### src/hw/wtg_regs.svh
// Register offsets, command codes, payload limits, reset values and transaction types of the write traffic generator.
// Assumes inclusion by bare name from the package and the design modules.
`ifndef WTG_REGS_SVH
`define WTG_REGS_SVH
`define WTG_OFF_CTRL     8'h00
`define WTG_OFF_PLOAD    8'h04
`define WTG_OFF_GAP      8'h08
`define WTG_OFF_MODE     8'h0C
`define WTG_OFF_COUNT    8'h10
`define WTG_OFF_STATUS   8'h14
`define WTG_OFF_TXCNT    8'h18
`define WTG_OFF_CHKCNT   8'h1C
`define WTG_OFF_ERRCNT   8'h20
`define WTG_OFF_CLKMHZ   8'h24
`define WTG_CMD_STOP     32'h0000_0001
`define WTG_CMD_START    32'h0000_0002
`define WTG_CMD_DIT      32'h0000_0003
`define WTG_PLOAD_MIN    9'h008
`define WTG_PLOAD_MAX    9'h100
`define WTG_PLOAD_RST    9'h100
`define WTG_GAP_RST      16'h0004
`define WTG_MODE_ONE     4'h1
`define WTG_CLK_RST      8'h4B
`define WTG_TT_NWRITE    2'h0
`define WTG_TT_NREAD     2'h1
`define WTG_BASE_ADDR    32'h0000_0000
`endif

### src/hw/wtg_pkg.sv
// Types shared by the write traffic generator and its payload store.
// Assumes the register header is on the include path.
`include "wtg_regs.svh"
package wtg_pkg;
  typedef enum logic [2:0] {
    WTG_IDLE  = 3'b000,
    WTG_WADDR = 3'b001,
    WTG_WDATA = 3'b010,
    WTG_GAP   = 3'b011,
    WTG_RADDR = 3'b100,
    WTG_RDATA = 3'b101
  } wtg_state_t;

  // One write-slave command toward the endpoint core.
  typedef struct packed {
    logic        write;
    logic        read;
    logic [1:0]  ttype;
    logic [31:0] address;
    logic [5:0]  burstcount;
  } wtg_cmd_t;
endpackage

### src/hw/wtg_top.sv
// Write traffic generator and read-back checker toward a serial endpoint write slave port.
// Assumes an AXI4-Lite master for control and a slave port with waitrequest handshakes.
`timescale 1ns/1ps
`default_nettype none
`include "wtg_regs.svh"
module wtg_top
  import wtg_pkg::*;
#(
  parameter int DW = 64,
  parameter int AW = 5
) (
  input  wire logic          clk,
  input  wire logic          nrst,
  input  wire logic [7:0]    s_axi_awaddr,
  input  wire logic          s_axi_awvalid,
  output logic               s_axi_awready,
  input  wire logic [31:0]   s_axi_wdata,
  input  wire logic [3:0]    s_axi_wstrb,
  input  wire logic          s_axi_wvalid,
  output logic               s_axi_wready,
  output logic [1:0]         s_axi_bresp,
  output logic               s_axi_bvalid,
  input  wire logic          s_axi_bready,
  input  wire logic [7:0]    s_axi_araddr,
  input  wire logic          s_axi_arvalid,
  output logic               s_axi_arready,
  output logic [31:0]        s_axi_rdata,
  output logic [1:0]         s_axi_rresp,
  output logic               s_axi_rvalid,
  input  wire logic          s_axi_rready,
  output wtg_cmd_t           ep_cmd,
  output logic [DW-1:0]      ep_wdata,
  input  wire logic          ep_waitrequest,
  input  wire logic [DW-1:0] ep_rdata,
  input  wire logic          ep_rdatavalid
);
  localparam int BB = DW / 8;

  // Beat count of a payload in bytes.
  function automatic logic [5:0] beats(input logic [8:0] bytes);
    beats = 6'(bytes / 9'(BB));
  endfunction

  // Data pattern from packet number and beat index.
  function automatic logic [DW-1:0] pat(input logic [31:0] pkt, input logic [5:0] bt);
    pat = {pkt, 26'h000_0000, bt} ^ {DW{1'b1}} >> 1;
  endfunction

  wtg_state_t  st_reg, st_next;
  logic        run_reg, run_next, dit_reg, dit_next;
  logic [8:0]  pload_reg, pload_next;
  logic [15:0] gap_reg, gap_next, gcnt_reg, gcnt_next;
  logic [3:0]  mode_reg, mode_next;
  logic [31:0] count_reg, count_next, tx_reg, tx_next, chk_reg, chk_next, err_reg, err_next;
  logic [7:0]  clk_reg, clk_next;
  logic [5:0]  beat_reg, beat_next;
  logic        bad_reg, bad_next;
  wtg_cmd_t    cmd_reg, cmd_next;
  logic [DW-1:0] wd_reg, wd_next;
  logic        aw_reg, aw_next, w_reg, w_next, bv_reg, bv_next, arr_reg, arr_next, rv_reg, rv_next;
  logic [7:0]  awa_reg, awa_next;
  logic [31:0] wdh_reg, wdh_next, rd_reg, rd_next;
  logic [1:0]  br_reg, br_next, rr_reg, rr_next;
  logic        mem_we;
  logic [DW-1:0] mem_rd;
  logic        wr_go, cmd_stop, cmd_start, cmd_dit;
  logic        awr_reg, awr_next, wrr_reg, wrr_next;

  wtg_mem #(.DW(DW), .AW(AW)) u_mem (
    .clk   (clk),
    .we    (mem_we),
    .waddr (beat_reg[AW-1:0]),
    .wdata (wd_reg), // The beat the slave takes now, not the one after it.
    .raddr (beat_next[AW-1:0]),
    .rdata (mem_rd)
  );

  assign wr_go     = aw_reg && w_reg && !bv_reg;
  assign cmd_stop  = wr_go && awa_reg == `WTG_OFF_CTRL && wdh_reg == `WTG_CMD_STOP;
  assign cmd_start = wr_go && awa_reg == `WTG_OFF_CTRL && wdh_reg == `WTG_CMD_START;
  assign cmd_dit   = wr_go && awa_reg == `WTG_OFF_CTRL && wdh_reg == `WTG_CMD_DIT;
  assign mem_we    = st_reg == WTG_WDATA && !ep_waitrequest;

  // Bus slave: address and data latched in either order, write performed once both held.
  always_comb begin
    aw_next = aw_reg; w_next = w_reg; awa_next = awa_reg; wdh_next = wdh_reg;
    bv_next = bv_reg; br_next = br_reg; arr_next = 1'b0; rv_next = rv_reg;
    rd_next = rd_reg; rr_next = rr_reg;
    pload_next = pload_reg; gap_next = gap_reg; mode_next = mode_reg;
    count_next = count_reg; clk_next = clk_reg;
    awr_next = s_axi_awvalid && !aw_reg && !awr_reg;
    wrr_next = s_axi_wvalid && !w_reg && !wrr_reg;
    if (s_axi_awvalid && awr_reg) begin
      aw_next = 1'b1;
      awa_next = s_axi_awaddr;
    end
    if (s_axi_wvalid && wrr_reg) begin
      w_next = 1'b1;
      wdh_next = s_axi_wdata;
    end
    if (wr_go) begin
      bv_next = 1'b1;
      br_next = 2'b00;
      if (awa_reg == `WTG_OFF_PLOAD) begin
        if (wdh_reg[2:0] == 3'b000 && wdh_reg[31:0] >= 32'(`WTG_PLOAD_MIN)
            && wdh_reg[31:0] <= 32'(`WTG_PLOAD_MAX) && !run_reg) begin
          pload_next = wdh_reg[8:0];
        end else begin
          br_next = 2'b10;
        end
      end else if (awa_reg == `WTG_OFF_GAP) begin
        gap_next = wdh_reg[15:0];
      end else if (awa_reg == `WTG_OFF_MODE) begin
        if (wdh_reg == 32'(`WTG_MODE_ONE)) mode_next = wdh_reg[3:0];
        else br_next = 2'b10;
      end else if (awa_reg == `WTG_OFF_COUNT) begin
        count_next = wdh_reg;
      end else if (awa_reg == `WTG_OFF_CLKMHZ) begin
        clk_next = wdh_reg[7:0];
      end else if (awa_reg != `WTG_OFF_CTRL) begin
        br_next = 2'b10;
      end
    end
    if (bv_reg && s_axi_bready) begin
      bv_next = 1'b0; aw_next = 1'b0; w_next = 1'b0;
    end
    arr_next = s_axi_arvalid && !rv_reg && !arr_reg;
    if (s_axi_arvalid && arr_reg) begin
      rv_next = 1'b1;
      rr_next = 2'b00;
      if (s_axi_araddr == `WTG_OFF_PLOAD) rd_next = 32'(pload_reg);
      else if (s_axi_araddr == `WTG_OFF_GAP) rd_next = 32'(gap_reg);
      else if (s_axi_araddr == `WTG_OFF_MODE) rd_next = 32'(mode_reg);
      else if (s_axi_araddr == `WTG_OFF_COUNT) rd_next = count_reg;
      else if (s_axi_araddr == `WTG_OFF_STATUS) rd_next = {28'h000_0000, bad_reg, dit_reg,
                                                            run_reg, st_reg != WTG_IDLE};
      else if (s_axi_araddr == `WTG_OFF_TXCNT) rd_next = tx_reg;
      else if (s_axi_araddr == `WTG_OFF_CHKCNT) rd_next = chk_reg;
      else if (s_axi_araddr == `WTG_OFF_ERRCNT) rd_next = err_reg;
      else if (s_axi_araddr == `WTG_OFF_CLKMHZ) rd_next = 32'(clk_reg);
      else if (s_axi_araddr == `WTG_OFF_CTRL) rd_next = 32'h0000_0000;
      else begin
        rd_next = 32'h0000_0000;
        rr_next = 2'b10;
      end
    end
    if (rv_reg && s_axi_rready) rv_next = 1'b0;
  end

  // Generator and checker sequence.
  always_comb begin
    st_next = st_reg; run_next = run_reg; dit_next = dit_reg; gcnt_next = gcnt_reg;
    tx_next = tx_reg; chk_next = chk_reg; err_next = err_reg; beat_next = beat_reg;
    bad_next = bad_reg; cmd_next = cmd_reg; wd_next = wd_reg;
    if (cmd_stop) run_next = 1'b0;
    if ((cmd_start || cmd_dit) && st_reg == WTG_IDLE && !run_reg) begin
      run_next = 1'b1;
      dit_next = cmd_dit;
      tx_next = 32'h0000_0000;
      chk_next = 32'h0000_0000;
      err_next = 32'h0000_0000;
    end
    case (st_reg)
      WTG_IDLE: begin
        beat_next = 6'h00;
        if (run_reg && !(dit_reg && tx_reg == count_reg) && !cmd_stop) begin
          st_next = WTG_WDATA; // Write rises with the first data beat.
          cmd_next = '{write: 1'b1, read: 1'b0, ttype: `WTG_TT_NWRITE,
                       address: `WTG_BASE_ADDR, burstcount: beats(pload_reg)};
          wd_next = pat(tx_reg, 6'h00);
        end else if (run_reg && dit_reg) begin
          run_next = 1'b0;
        end
      end
      WTG_WDATA: begin
        if (!ep_waitrequest) begin
          beat_next = beat_reg + 6'h01;
          wd_next = pat(tx_reg, beat_reg + 6'h01);
          if (beat_reg == cmd_reg.burstcount - 6'h01) begin
            cmd_next.write = 1'b0;
            tx_next = tx_reg + 32'h0000_0001;
            beat_next = 6'h00;
            gcnt_next = gap_reg;
            if (dit_reg) begin
              st_next = WTG_RADDR;
              cmd_next.read = 1'b1;
              cmd_next.ttype = `WTG_TT_NREAD;
            end else begin
              st_next = WTG_GAP;
            end
          end
        end
      end
      WTG_RADDR: if (!ep_waitrequest) begin
        cmd_next.read = 1'b0;
        st_next = WTG_RDATA;
        bad_next = 1'b0;
      end
      WTG_RDATA: if (ep_rdatavalid) begin
        beat_next = beat_reg + 6'h01;
        if (ep_rdata != mem_rd) bad_next = 1'b1;
        if (beat_reg == cmd_reg.burstcount - 6'h01) begin
          chk_next = chk_reg + 32'h0000_0001;
          if (bad_reg || ep_rdata != mem_rd) err_next = err_reg + 32'h0000_0001;
          st_next = WTG_GAP;
          beat_next = 6'h00;
        end
      end
      WTG_GAP: begin
        if (gcnt_reg == 16'h0000) st_next = WTG_IDLE;
        else gcnt_next = gcnt_reg - 16'h0001;
      end
      default: st_next = WTG_IDLE;
    endcase
  end

  // Registers of both processes.
  always_ff @(posedge clk or negedge nrst) begin
    if (!nrst) begin
      st_reg <= WTG_IDLE; run_reg <= 1'b0; dit_reg <= 1'b0;
      pload_reg <= `WTG_PLOAD_RST; gap_reg <= `WTG_GAP_RST; mode_reg <= `WTG_MODE_ONE;
      count_reg <= 32'h0000_0000; clk_reg <= `WTG_CLK_RST; gcnt_reg <= 16'h0000;
      tx_reg <= 32'h0000_0000; chk_reg <= 32'h0000_0000; err_reg <= 32'h0000_0000;
      beat_reg <= 6'h00; bad_reg <= 1'b0; cmd_reg <= '0; wd_reg <= '0;
      aw_reg <= 1'b0; w_reg <= 1'b0; awa_reg <= 8'h00; wdh_reg <= 32'h0000_0000; awr_reg <= 1'b0;
      bv_reg <= 1'b0; br_reg <= 2'b00; arr_reg <= 1'b0; rv_reg <= 1'b0; wrr_reg <= 1'b0;
      rd_reg <= 32'h0000_0000; rr_reg <= 2'b00;
    end else begin
      st_reg <= st_next; run_reg <= run_next; dit_reg <= dit_next;
      pload_reg <= pload_next; gap_reg <= gap_next; mode_reg <= mode_next;
      count_reg <= count_next; clk_reg <= clk_next; gcnt_reg <= gcnt_next;
      tx_reg <= tx_next; chk_reg <= chk_next; err_reg <= err_next;
      beat_reg <= beat_next; bad_reg <= bad_next; cmd_reg <= cmd_next; wd_reg <= wd_next;
      aw_reg <= aw_next; w_reg <= w_next; awa_reg <= awa_next; wdh_reg <= wdh_next;
      bv_reg <= bv_next; br_reg <= br_next; arr_reg <= arr_next; rv_reg <= rv_next;
      rd_reg <= rd_next; rr_reg <= rr_next;
      awr_reg <= awr_next; wrr_reg <= wrr_next;
    end
  end

  // Readies are registered one-cycle pulses, so one request never yields two items.
  assign s_axi_awready = awr_reg;
  assign s_axi_wready  = wrr_reg;
  assign s_axi_bvalid  = bv_reg;
  assign s_axi_bresp   = br_reg;
  assign s_axi_arready = arr_reg;
  assign s_axi_rvalid  = rv_reg;
  assign s_axi_rdata   = rd_reg;
  assign s_axi_rresp   = rr_reg;
  assign ep_cmd        = cmd_reg;
  assign ep_wdata      = wd_reg;

  chk_stop_idle: assert property (@(posedge clk) disable iff (!nrst)
    cmd_stop && st_reg == WTG_IDLE |=> !ep_cmd.write) else $error("write after stop");
  chk_start_runs: assert property (@(posedge clk) disable iff (!nrst)
    cmd_start && st_reg == WTG_IDLE && !run_reg |=> ##1 ep_cmd.write) else $error("no burst");
  chk_gap_len: assert property (@(posedge clk) disable iff (!nrst)
    st_reg != WTG_GAP ##1 st_reg == WTG_GAP |-> gcnt_reg == gap_reg) else $error("gap load");
  chk_pload_range: assert property (@(posedge clk) disable iff (!nrst)
    pload_reg[2:0] == 3'b000 && pload_reg >= 9'h008 && pload_reg <= 9'h100) else $error("pload");
  chk_mode_one: assert property (@(posedge clk) disable iff (!nrst)
    mode_reg == 4'h1) else $error("mode not one");
  chk_nwrite_type: assert property (@(posedge clk) disable iff (!nrst)
    ep_cmd.write |-> ep_cmd.ttype == 2'h0) else $error("not nwrite");
  chk_dit_read: assert property (@(posedge clk) disable iff (!nrst)
    dit_reg && $fell(ep_cmd.write) |-> ep_cmd.read) else $error("no readback");
  chk_dit_count: assert property (@(posedge clk) disable iff (!nrst)
    dit_reg && run_reg |-> tx_reg <= count_reg) else $error("too many packets");
  chk_err_le_chk: assert property (@(posedge clk) disable iff (!nrst)
    err_reg <= chk_reg) else $error("errors exceed checks");
  cov_plain: cover property (@(posedge clk) disable iff (!nrst) !dit_reg && st_reg == WTG_GAP);
  cov_dit: cover property (@(posedge clk) disable iff (!nrst) st_reg == WTG_RDATA && ep_rdatavalid);
  cov_err: cover property (@(posedge clk) disable iff (!nrst) $rose(err_reg != 32'h0000_0000));
endmodule // wtg_top
`default_nettype wire

### src/hw/wtg_mem.sv
// Small payload store that remembers the beats of the last written packet.
// Assumes one clock; read data comes out of a register one cycle after the address.
`timescale 1ns/1ps
`default_nettype none
module wtg_mem
  import wtg_pkg::*;
#(
  parameter int DW = 64,
  parameter int AW = 5
) (
  input  wire logic          clk,
  input  wire logic          we,
  input  wire logic [AW-1:0] waddr,
  input  wire logic [DW-1:0] wdata,
  input  wire logic [AW-1:0] raddr,
  output logic      [DW-1:0] rdata
);
  logic [DW-1:0] mem [0:(1<<AW)-1];

  // Write and registered read; no reset, so contents are only valid once written.
  always_ff @(posedge clk) begin
    if (we) begin
      mem[waddr] <= wdata;
    end
    rdata <= mem[raddr];
  end
endmodule // wtg_mem
`default_nettype wire

### config.mk
export PLATFORM = sky130hd
export DESIGN_NAME = wtg_top
export DESIGN_NICKNAME = d
export VERILOG_FILES = /design/src/hw/wtg_pkg.sv /design/src/hw/wtg_top.sv /design/src/hw/wtg_mem.sv
export VERILOG_INCLUDE_DIRS = /design/src /design/src/hw
export SDC_FILE = /design/constraint.sdc
export NUM_CORES = 2
export LEC_CHECK = 0
export BUFFER_PORTS_ARGS = -buffer_cell sky130_fd_sc_hd__buf_4
export CAP_MARGIN = 20
export CORE_MARGIN = 1
export CORE_UTILIZATION = 60
export DETAILED_ROUTE_END_ITERATION = 6
export PLACE_DENSITY = 0.86
export SKIP_LAST_GASP = 1
export SYNTH_ARGS = -nofsm -noshare
export SYNTH_HDL_FRONTEND = slang
export SYNTH_SLANG_ARGS = --single-unit
### constraint.sdc
create_clock -name clk -period 7.28 [get_ports clk]
set_clock_uncertainty 0.1 [all_clocks]
set_input_delay 0.728 -clock clk [delete_from_list [all_inputs] [get_ports clk]]
set_output_delay 0.728 -clock clk [all_outputs]
set_load 0.005 [all_outputs]
# Word-level counts from Yosys, hierarchy flattened
# Memory sizes are Yosys's and may differ from the RTL's. A register that Yosys moved wholly into a read port is not among the register bits.
# Cells that the tools add are included.
# totals
ff_bits	350
ram_bits	2048
input_bits	125
output_inout_bits	147
wordCells	237
memories	1
# memory_table
name	words	width	rd	rd_clocked_by_memory_dff	wr	line_no	source
u_mem.mem	32	64	1	1	1	wtg_mem.sv:18	logic [DW-1:0] mem [0:(1<<AW)-1];
# op_classes
addsub	6
magnitude_cmp	2
n_eq_ne	34
n_mux	86
bitwise_logic	6
reduce_logical	70
# op_table
operator	count
32-bit two-way mux	21
64-bit two-way mux	2
64-bit case mux with 2 select lines	1
63-bit inverter	2
32-bit by 1-bit adder with 32-bit output, second input constant	3
32-bit by 2-bit equality test with 1-bit output, second input constant	2
64-bit != test	1
16-bit two-way mux	3
42-bit two-way mux	1
8-bit by 5-bit equality test with 1-bit output, second input constant	5
2-bit two-way mux	18
32-bit by 1-bit equality test with 1-bit output, second input constant	1
32-bit equality test	1
8-bit by 4-bit equality test with 1-bit output, second input constant	4
32-bit by 4-bit >= comparator with 1-bit output, second input constant	1
32-bit by 9-bit less-or-equal comparator with 1-bit output, second input constant	1
16-bit case mux with 2 select lines	1
1-bit logical AND	27
3-bit two-way mux	9
8-bit by 6-bit equality test with 1-bit output, second input constant	3
1-bit two-way mux	18
6-bit two-way mux	3
6-bit case mux with 3 select lines	1
8-bit by 3-bit equality test with 1-bit output, second input constant	2
29 further kinds	73

# Logic depth before layout (Yosys ltp)
# logic_depth
ltp_word	12
depth_mapped	14
depth_no_buf	11

# By module
# From an unflattened synthesis, not the netlist that was laid out.
# hier_totals
cells_unflattened	4857
area_unflattened_um2	96540.1
# by_module_without_submodules
module	n_inst	cells_each	area_per_inst_um2	seq_area_each_um2
wtg_mem	1	3096	78964.5	62780.2
wtg_top	1	1761	17575.6	8066.5

# Worst setup path before layout
# No wires, ideal clock.
# synth_timing
kind	input to register
startpoint	in ep_waitrequest
endpoint	reg u_mem.rdata[1] (read register of u_mem.mem)
setup_time_ns	0.139
t_arrival_ns	3.527
required_ns	7.041
path_slack_ns	3.514
cell_stages	11
n_path_buf	4
path_cell_list	clkbuf_1 or4b_2 clkbuf_1 a21oi_2 o41a_1 buf_2 a211oi_4 buf_2 mux4_2 a2111oi_0 a211oi_1
# synth_via
elab_chain_cells	2
# synth_rtl
item	line_no	source
from (decl)	wtg_top.sv:33	input wire logic ep_waitrequest,
6-bit two-way mux	wtg_top.sv:176	if (!ep_waitrequest) begin
6-bit case mux with 3 select lines	wtg_top.sv:163	case (st_reg)
to (decl)	wtg_mem.sv:16	output logic [DW-1:0] rdata
# No other way between the ends. The select of a mux whose other input is x is not followed.
# A chain may end at the register's enable or synchronous reset.

# Worst setup path in the final report
# layout_timing
startpoint	reg cmd_reg, in the netlist ep_cmd[2]
endpoint	reg u_mem.rdata[61] (read register of u_mem.mem)
# layout_via
elab_chain_cells	5
word_cells_on_any_way	6
cone_classes	add/sub (1); eq/ne (1); mux (4)
# layout_rtl
item	line_no	source
from (decl)	wtg_top.sv:58	wtg_cmd_t cmd_reg, cmd_next;
from (signal assigned)	wtg_top.sv:233	beat_reg <= beat_next; bad_reg <= bad_next; cmd_reg <= cmd_next; wd_reg <= wd_next;
6-bit by 1-bit subtractor with 6-bit output *	wtg_top.sv:179, wtg_top.sv:202	
6-bit equality test *	wtg_top.sv:179, wtg_top.sv:202	
6-bit two-way mux *	wtg_top.sv:179, wtg_top.sv:202	
6-bit two-way mux, on equally long branches	wtg_top.sv:199, wtg_top.sv:176	
6-bit case mux with 3 select lines *	wtg_top.sv:163	
# Mark *: on every way between the ends. The rest lies on a longest branch, timed or not. The select of a mux whose other input is x is not followed.

==> results by group <==
Logic synthesis
  • Main synth FF type: edfxtp_1
  • Sequential share of the synthesized area: around 70%
  • Cells after synthesis: 4419
  • Post-synthesis mux area share: 10.4%
  • #FFs+latches synth: 1609
  • Syn Area/Cell: 15.0 sq um
  • Simple-Gate Fraction of Synth Area: 6.73%
  • EDFF count, synth: 1248
  • Ys Warns: 0
  • Async SR Flop Fraction: 20.0%
  • Syn Std Cell Area: ~0.066 sq mm
  • Post-Synth XOR/XNOR Area: 1.27%
  • Synth Area in Compound Gates: about 8.7%
  • Adder-Cell Fraction of Synth Area: 0.170%
  • Netlist cell types: 79
  • Main combinational cell family by area after synthesis: multiplexers

Route
  • Iteration-0 DRC Markers: 7955
  • DR WL/cell: 31.1 um
  • Vias per cell: between 7 and 8
  • DRC viols: 22
  • Total number of vias: roughly 44000
  • Drt first pass iters: 7
  • Antenna-violating nets left: 0
  • WL final: 194000 um

Cells and area
  • Leading cell type in the layout, fill and taps excluded: edfxtp_1
  • Area delta synth->final: 13.1%
  • Ratio of cells with drive above 1 in the final layout: 18.7%
  • Max reg flops: 1248
  • Largest Register: u_mem.mem
  • Final-stage net count: 4754
  • Commonest non-fill, non-tap cells in the layout: edfxtp_1 (1248), nand2_1 (364), buf_4 (342)

Worst setup path
  • R2R Setup Slk: 1.94 ns
  • CP Class: flop to flop
  • Arrival @ worst endpoint: 5.93 ns
  • Crit-path cells: or4_1, o21a_1, or4_1, o2111ai_1, and3_1, inv_2, nor2_4, buf_4, a22oi_1, a211oi_1
  • Cell mode on critical path: or4_1
  • Worst Path Required: 7.87 ns
  • Critical path peak fanout: 31
  • Critical path's slowest cell: nor2_4
  • Endpoint class of the critical path: flop
  • Max incr delay on CP: 0.82 ns
  • Crit path launch type: flop

GRT
  • First-pass GRT wire length: 278000 um
  • Largest net degree at the start of global routing: 179
  • Gr ovfl total: 0
  • Total GRT Usage: 34.2%
  • Number of global-route vias before repair: 43100
  • Antenna violations before repair: 2

Pwr
  • Net Sw Frac: roughly a third
  • Net switching power: 8990 uW
  • Worst VDD drop: 0.000799 V
  • Leak Pwr: 0.0245 uW
  • Logic pwr share: roughly 28%
  • Pwr per Cell Area: 358 mW/mm^2
  • Reg power frac: between 40% and 50%
  • P_int: 17800 uW
  • Final Power: 26800 uW
  • Clock power frac: between 30 and 40%

Floorplan
  • IO Pins: 272
  • Die X: between 300 and 400 um
  • Initial Util: between 60 and 70%
  • Die Footprint: 0.112 sq mm
  • Die Span Y: 334 um
  • Row count: about 120
  • Core outline area: 0.109 sq mm

Timing
  • Number of setup violations in the final report: 0
  • Ratio of final minimum period to clock period: approximately 73%
  • Total negative slack: 0 ns
  • RSZ-0062 raised after global routing: no
  • Worst-margin pin slew: 1.24 ns
  • Slew headroom: ~17%
  • Final Critical Period: between 5 and 6 ns
  • Final hold violations: 0
  • F_max: 187 MHz
  • Slew Viols, Final: 0

CTS
  • Setup Fix Bufs, Post-CTS: 0
  • CTS tree: yes
  • Cts-stage hold buffer count: 1
  • CTS sink count: 1609
  • H-tree depth: 4
  • Post-CTS sizing: 0
  • TritonCTS Buffers: 156
  • Clock Latency Late Sink: 0.80 ns
  • Worst-path clk slew: 0.06 ns
  • Root buffer cell: clkbuf_16
  • Max clock buf depth: 3

Job
  • Max cap viols: 0

Status
  • Status: finished, violations left
  • Failing checks: design-rule violations

Min path
  • Min-Delay Path Class: input port to flop

Place
  • Routability cong.: 0.920
  • I/O Buffers: 232
  • DPL Wire Length: about 110000 um
cell families (layout without fill, tap and decap cells):
logic type               Yosys count  in the layout
buffers and inverters            391            691
multiplexers                     533            533
flip-flops                      1609           1609
AND/OR/NAND/NOR                  961            961
other                              1             36
XOR/XNOR                          96             96
adder cells (fa/ha/maj)            9              9
AO/OA/AOI/OAI                    819            819
critical path, delay by kind of cell, from the launching register on:
family                 cells  cell delay (ns)
flip-flops                 1             0.48
buffers and inverters      2             0.94
AND/OR/NAND/NOR            4             2.46
AO/OA/AOI/OAI              4             1.22
power by group through the flow:
stage               clock network, uW  logic [uW]  registers (uW)
floorplan                           0        4860           11300
global placement                    0        6740           11400
detailed placement                  0        7040           11400
CTS                              8160        7240           11200
global route                     8500        7720           11200
finish                           8170        7440           11200
cell type report:
cell class / instances / area, sq um
diodes: 1 / 2.50
clock buffers: 218 / 4350
clock inverters: 73 / 821
fillers: 6561 / 34200
inverters: 45 / 179
multi-input cells: 2453 / 18600
flip-flops and latches: 1609 / 46300
well taps: 1476 / 1850
repair buffers: 355 / 2830
metal layers:
| layer | vias up | part of all wire, % | wire length (um) | GRT usage, % |
|---|---|---|---|---|
| li1 | 17600 | - | - | - |
| met1 | 21500 | 33 | 63600 | 42.8 |
| met2 | 4158 | 46 | 88200 | 53.2 |
| met3 | 876 | 15 | 28600 | 10.4 |
| met4 | 4 | 6.7 | 13100 | 20.0 |
| met5 | - | 0.013 | 26 | 0 |
cells in the mapped netlist (50+ instances only):
cell	number	share of area (%)
a211oi_1	201	2.3
a21oi_1	101	0.76
a221oi_1	50	0.66
a22oi_1	50	0.57
buf_4	83	0.94
clkbuf_1	210	1.2
dfrtp_1	315	12
edfxtp_1	1248	57
mux2_2	109	1.9
mux2i_1	308	4.7
mux4_2	116	3.9
nand2_1	370	2.1
nand3_1	218	1.6
nor2_1	166	0.94
o21ai_0	148	1.1
xor2_1	52	0.69
through the flow:
step / worst slack [ns] / cell area [sq um] / hold slack, ns / utilization, % / instances
after floorplan: 3.51 / 66400 / 0.332 / - / 4453
after global placement: 2.27 / 69700 / 0.355 / 63.8 / 5933
after detailed placement: 2.19 / 69700 / 0.368 / 63.9 / 5934
after CTS: 2.09 / 74900 / 0.0332 / 68.6 / 6226
after global routing: 1.87 / 75000 / 0.0525 / 68.7 / 6229
final: 1.94 / 75000 / 0.0619 / 68.7 / 6230
worst paths after layout:
path	from	to	cells after the start
min in group asynchronous	nrst	s_axi_rdata[13]	2
max	ep_cmd[2]	u_mem.rdata[61]	10
min reg2reg	aw_reg	s_axi_awready	1
max in group asynchronous	nrst	ep_wdata[31]	3
max reg2reg	ep_cmd[2]	u_mem.rdata[61]	10
min	s_axi_rready	s_axi_rvalid	2
Power figures use the tool's default switching activity.
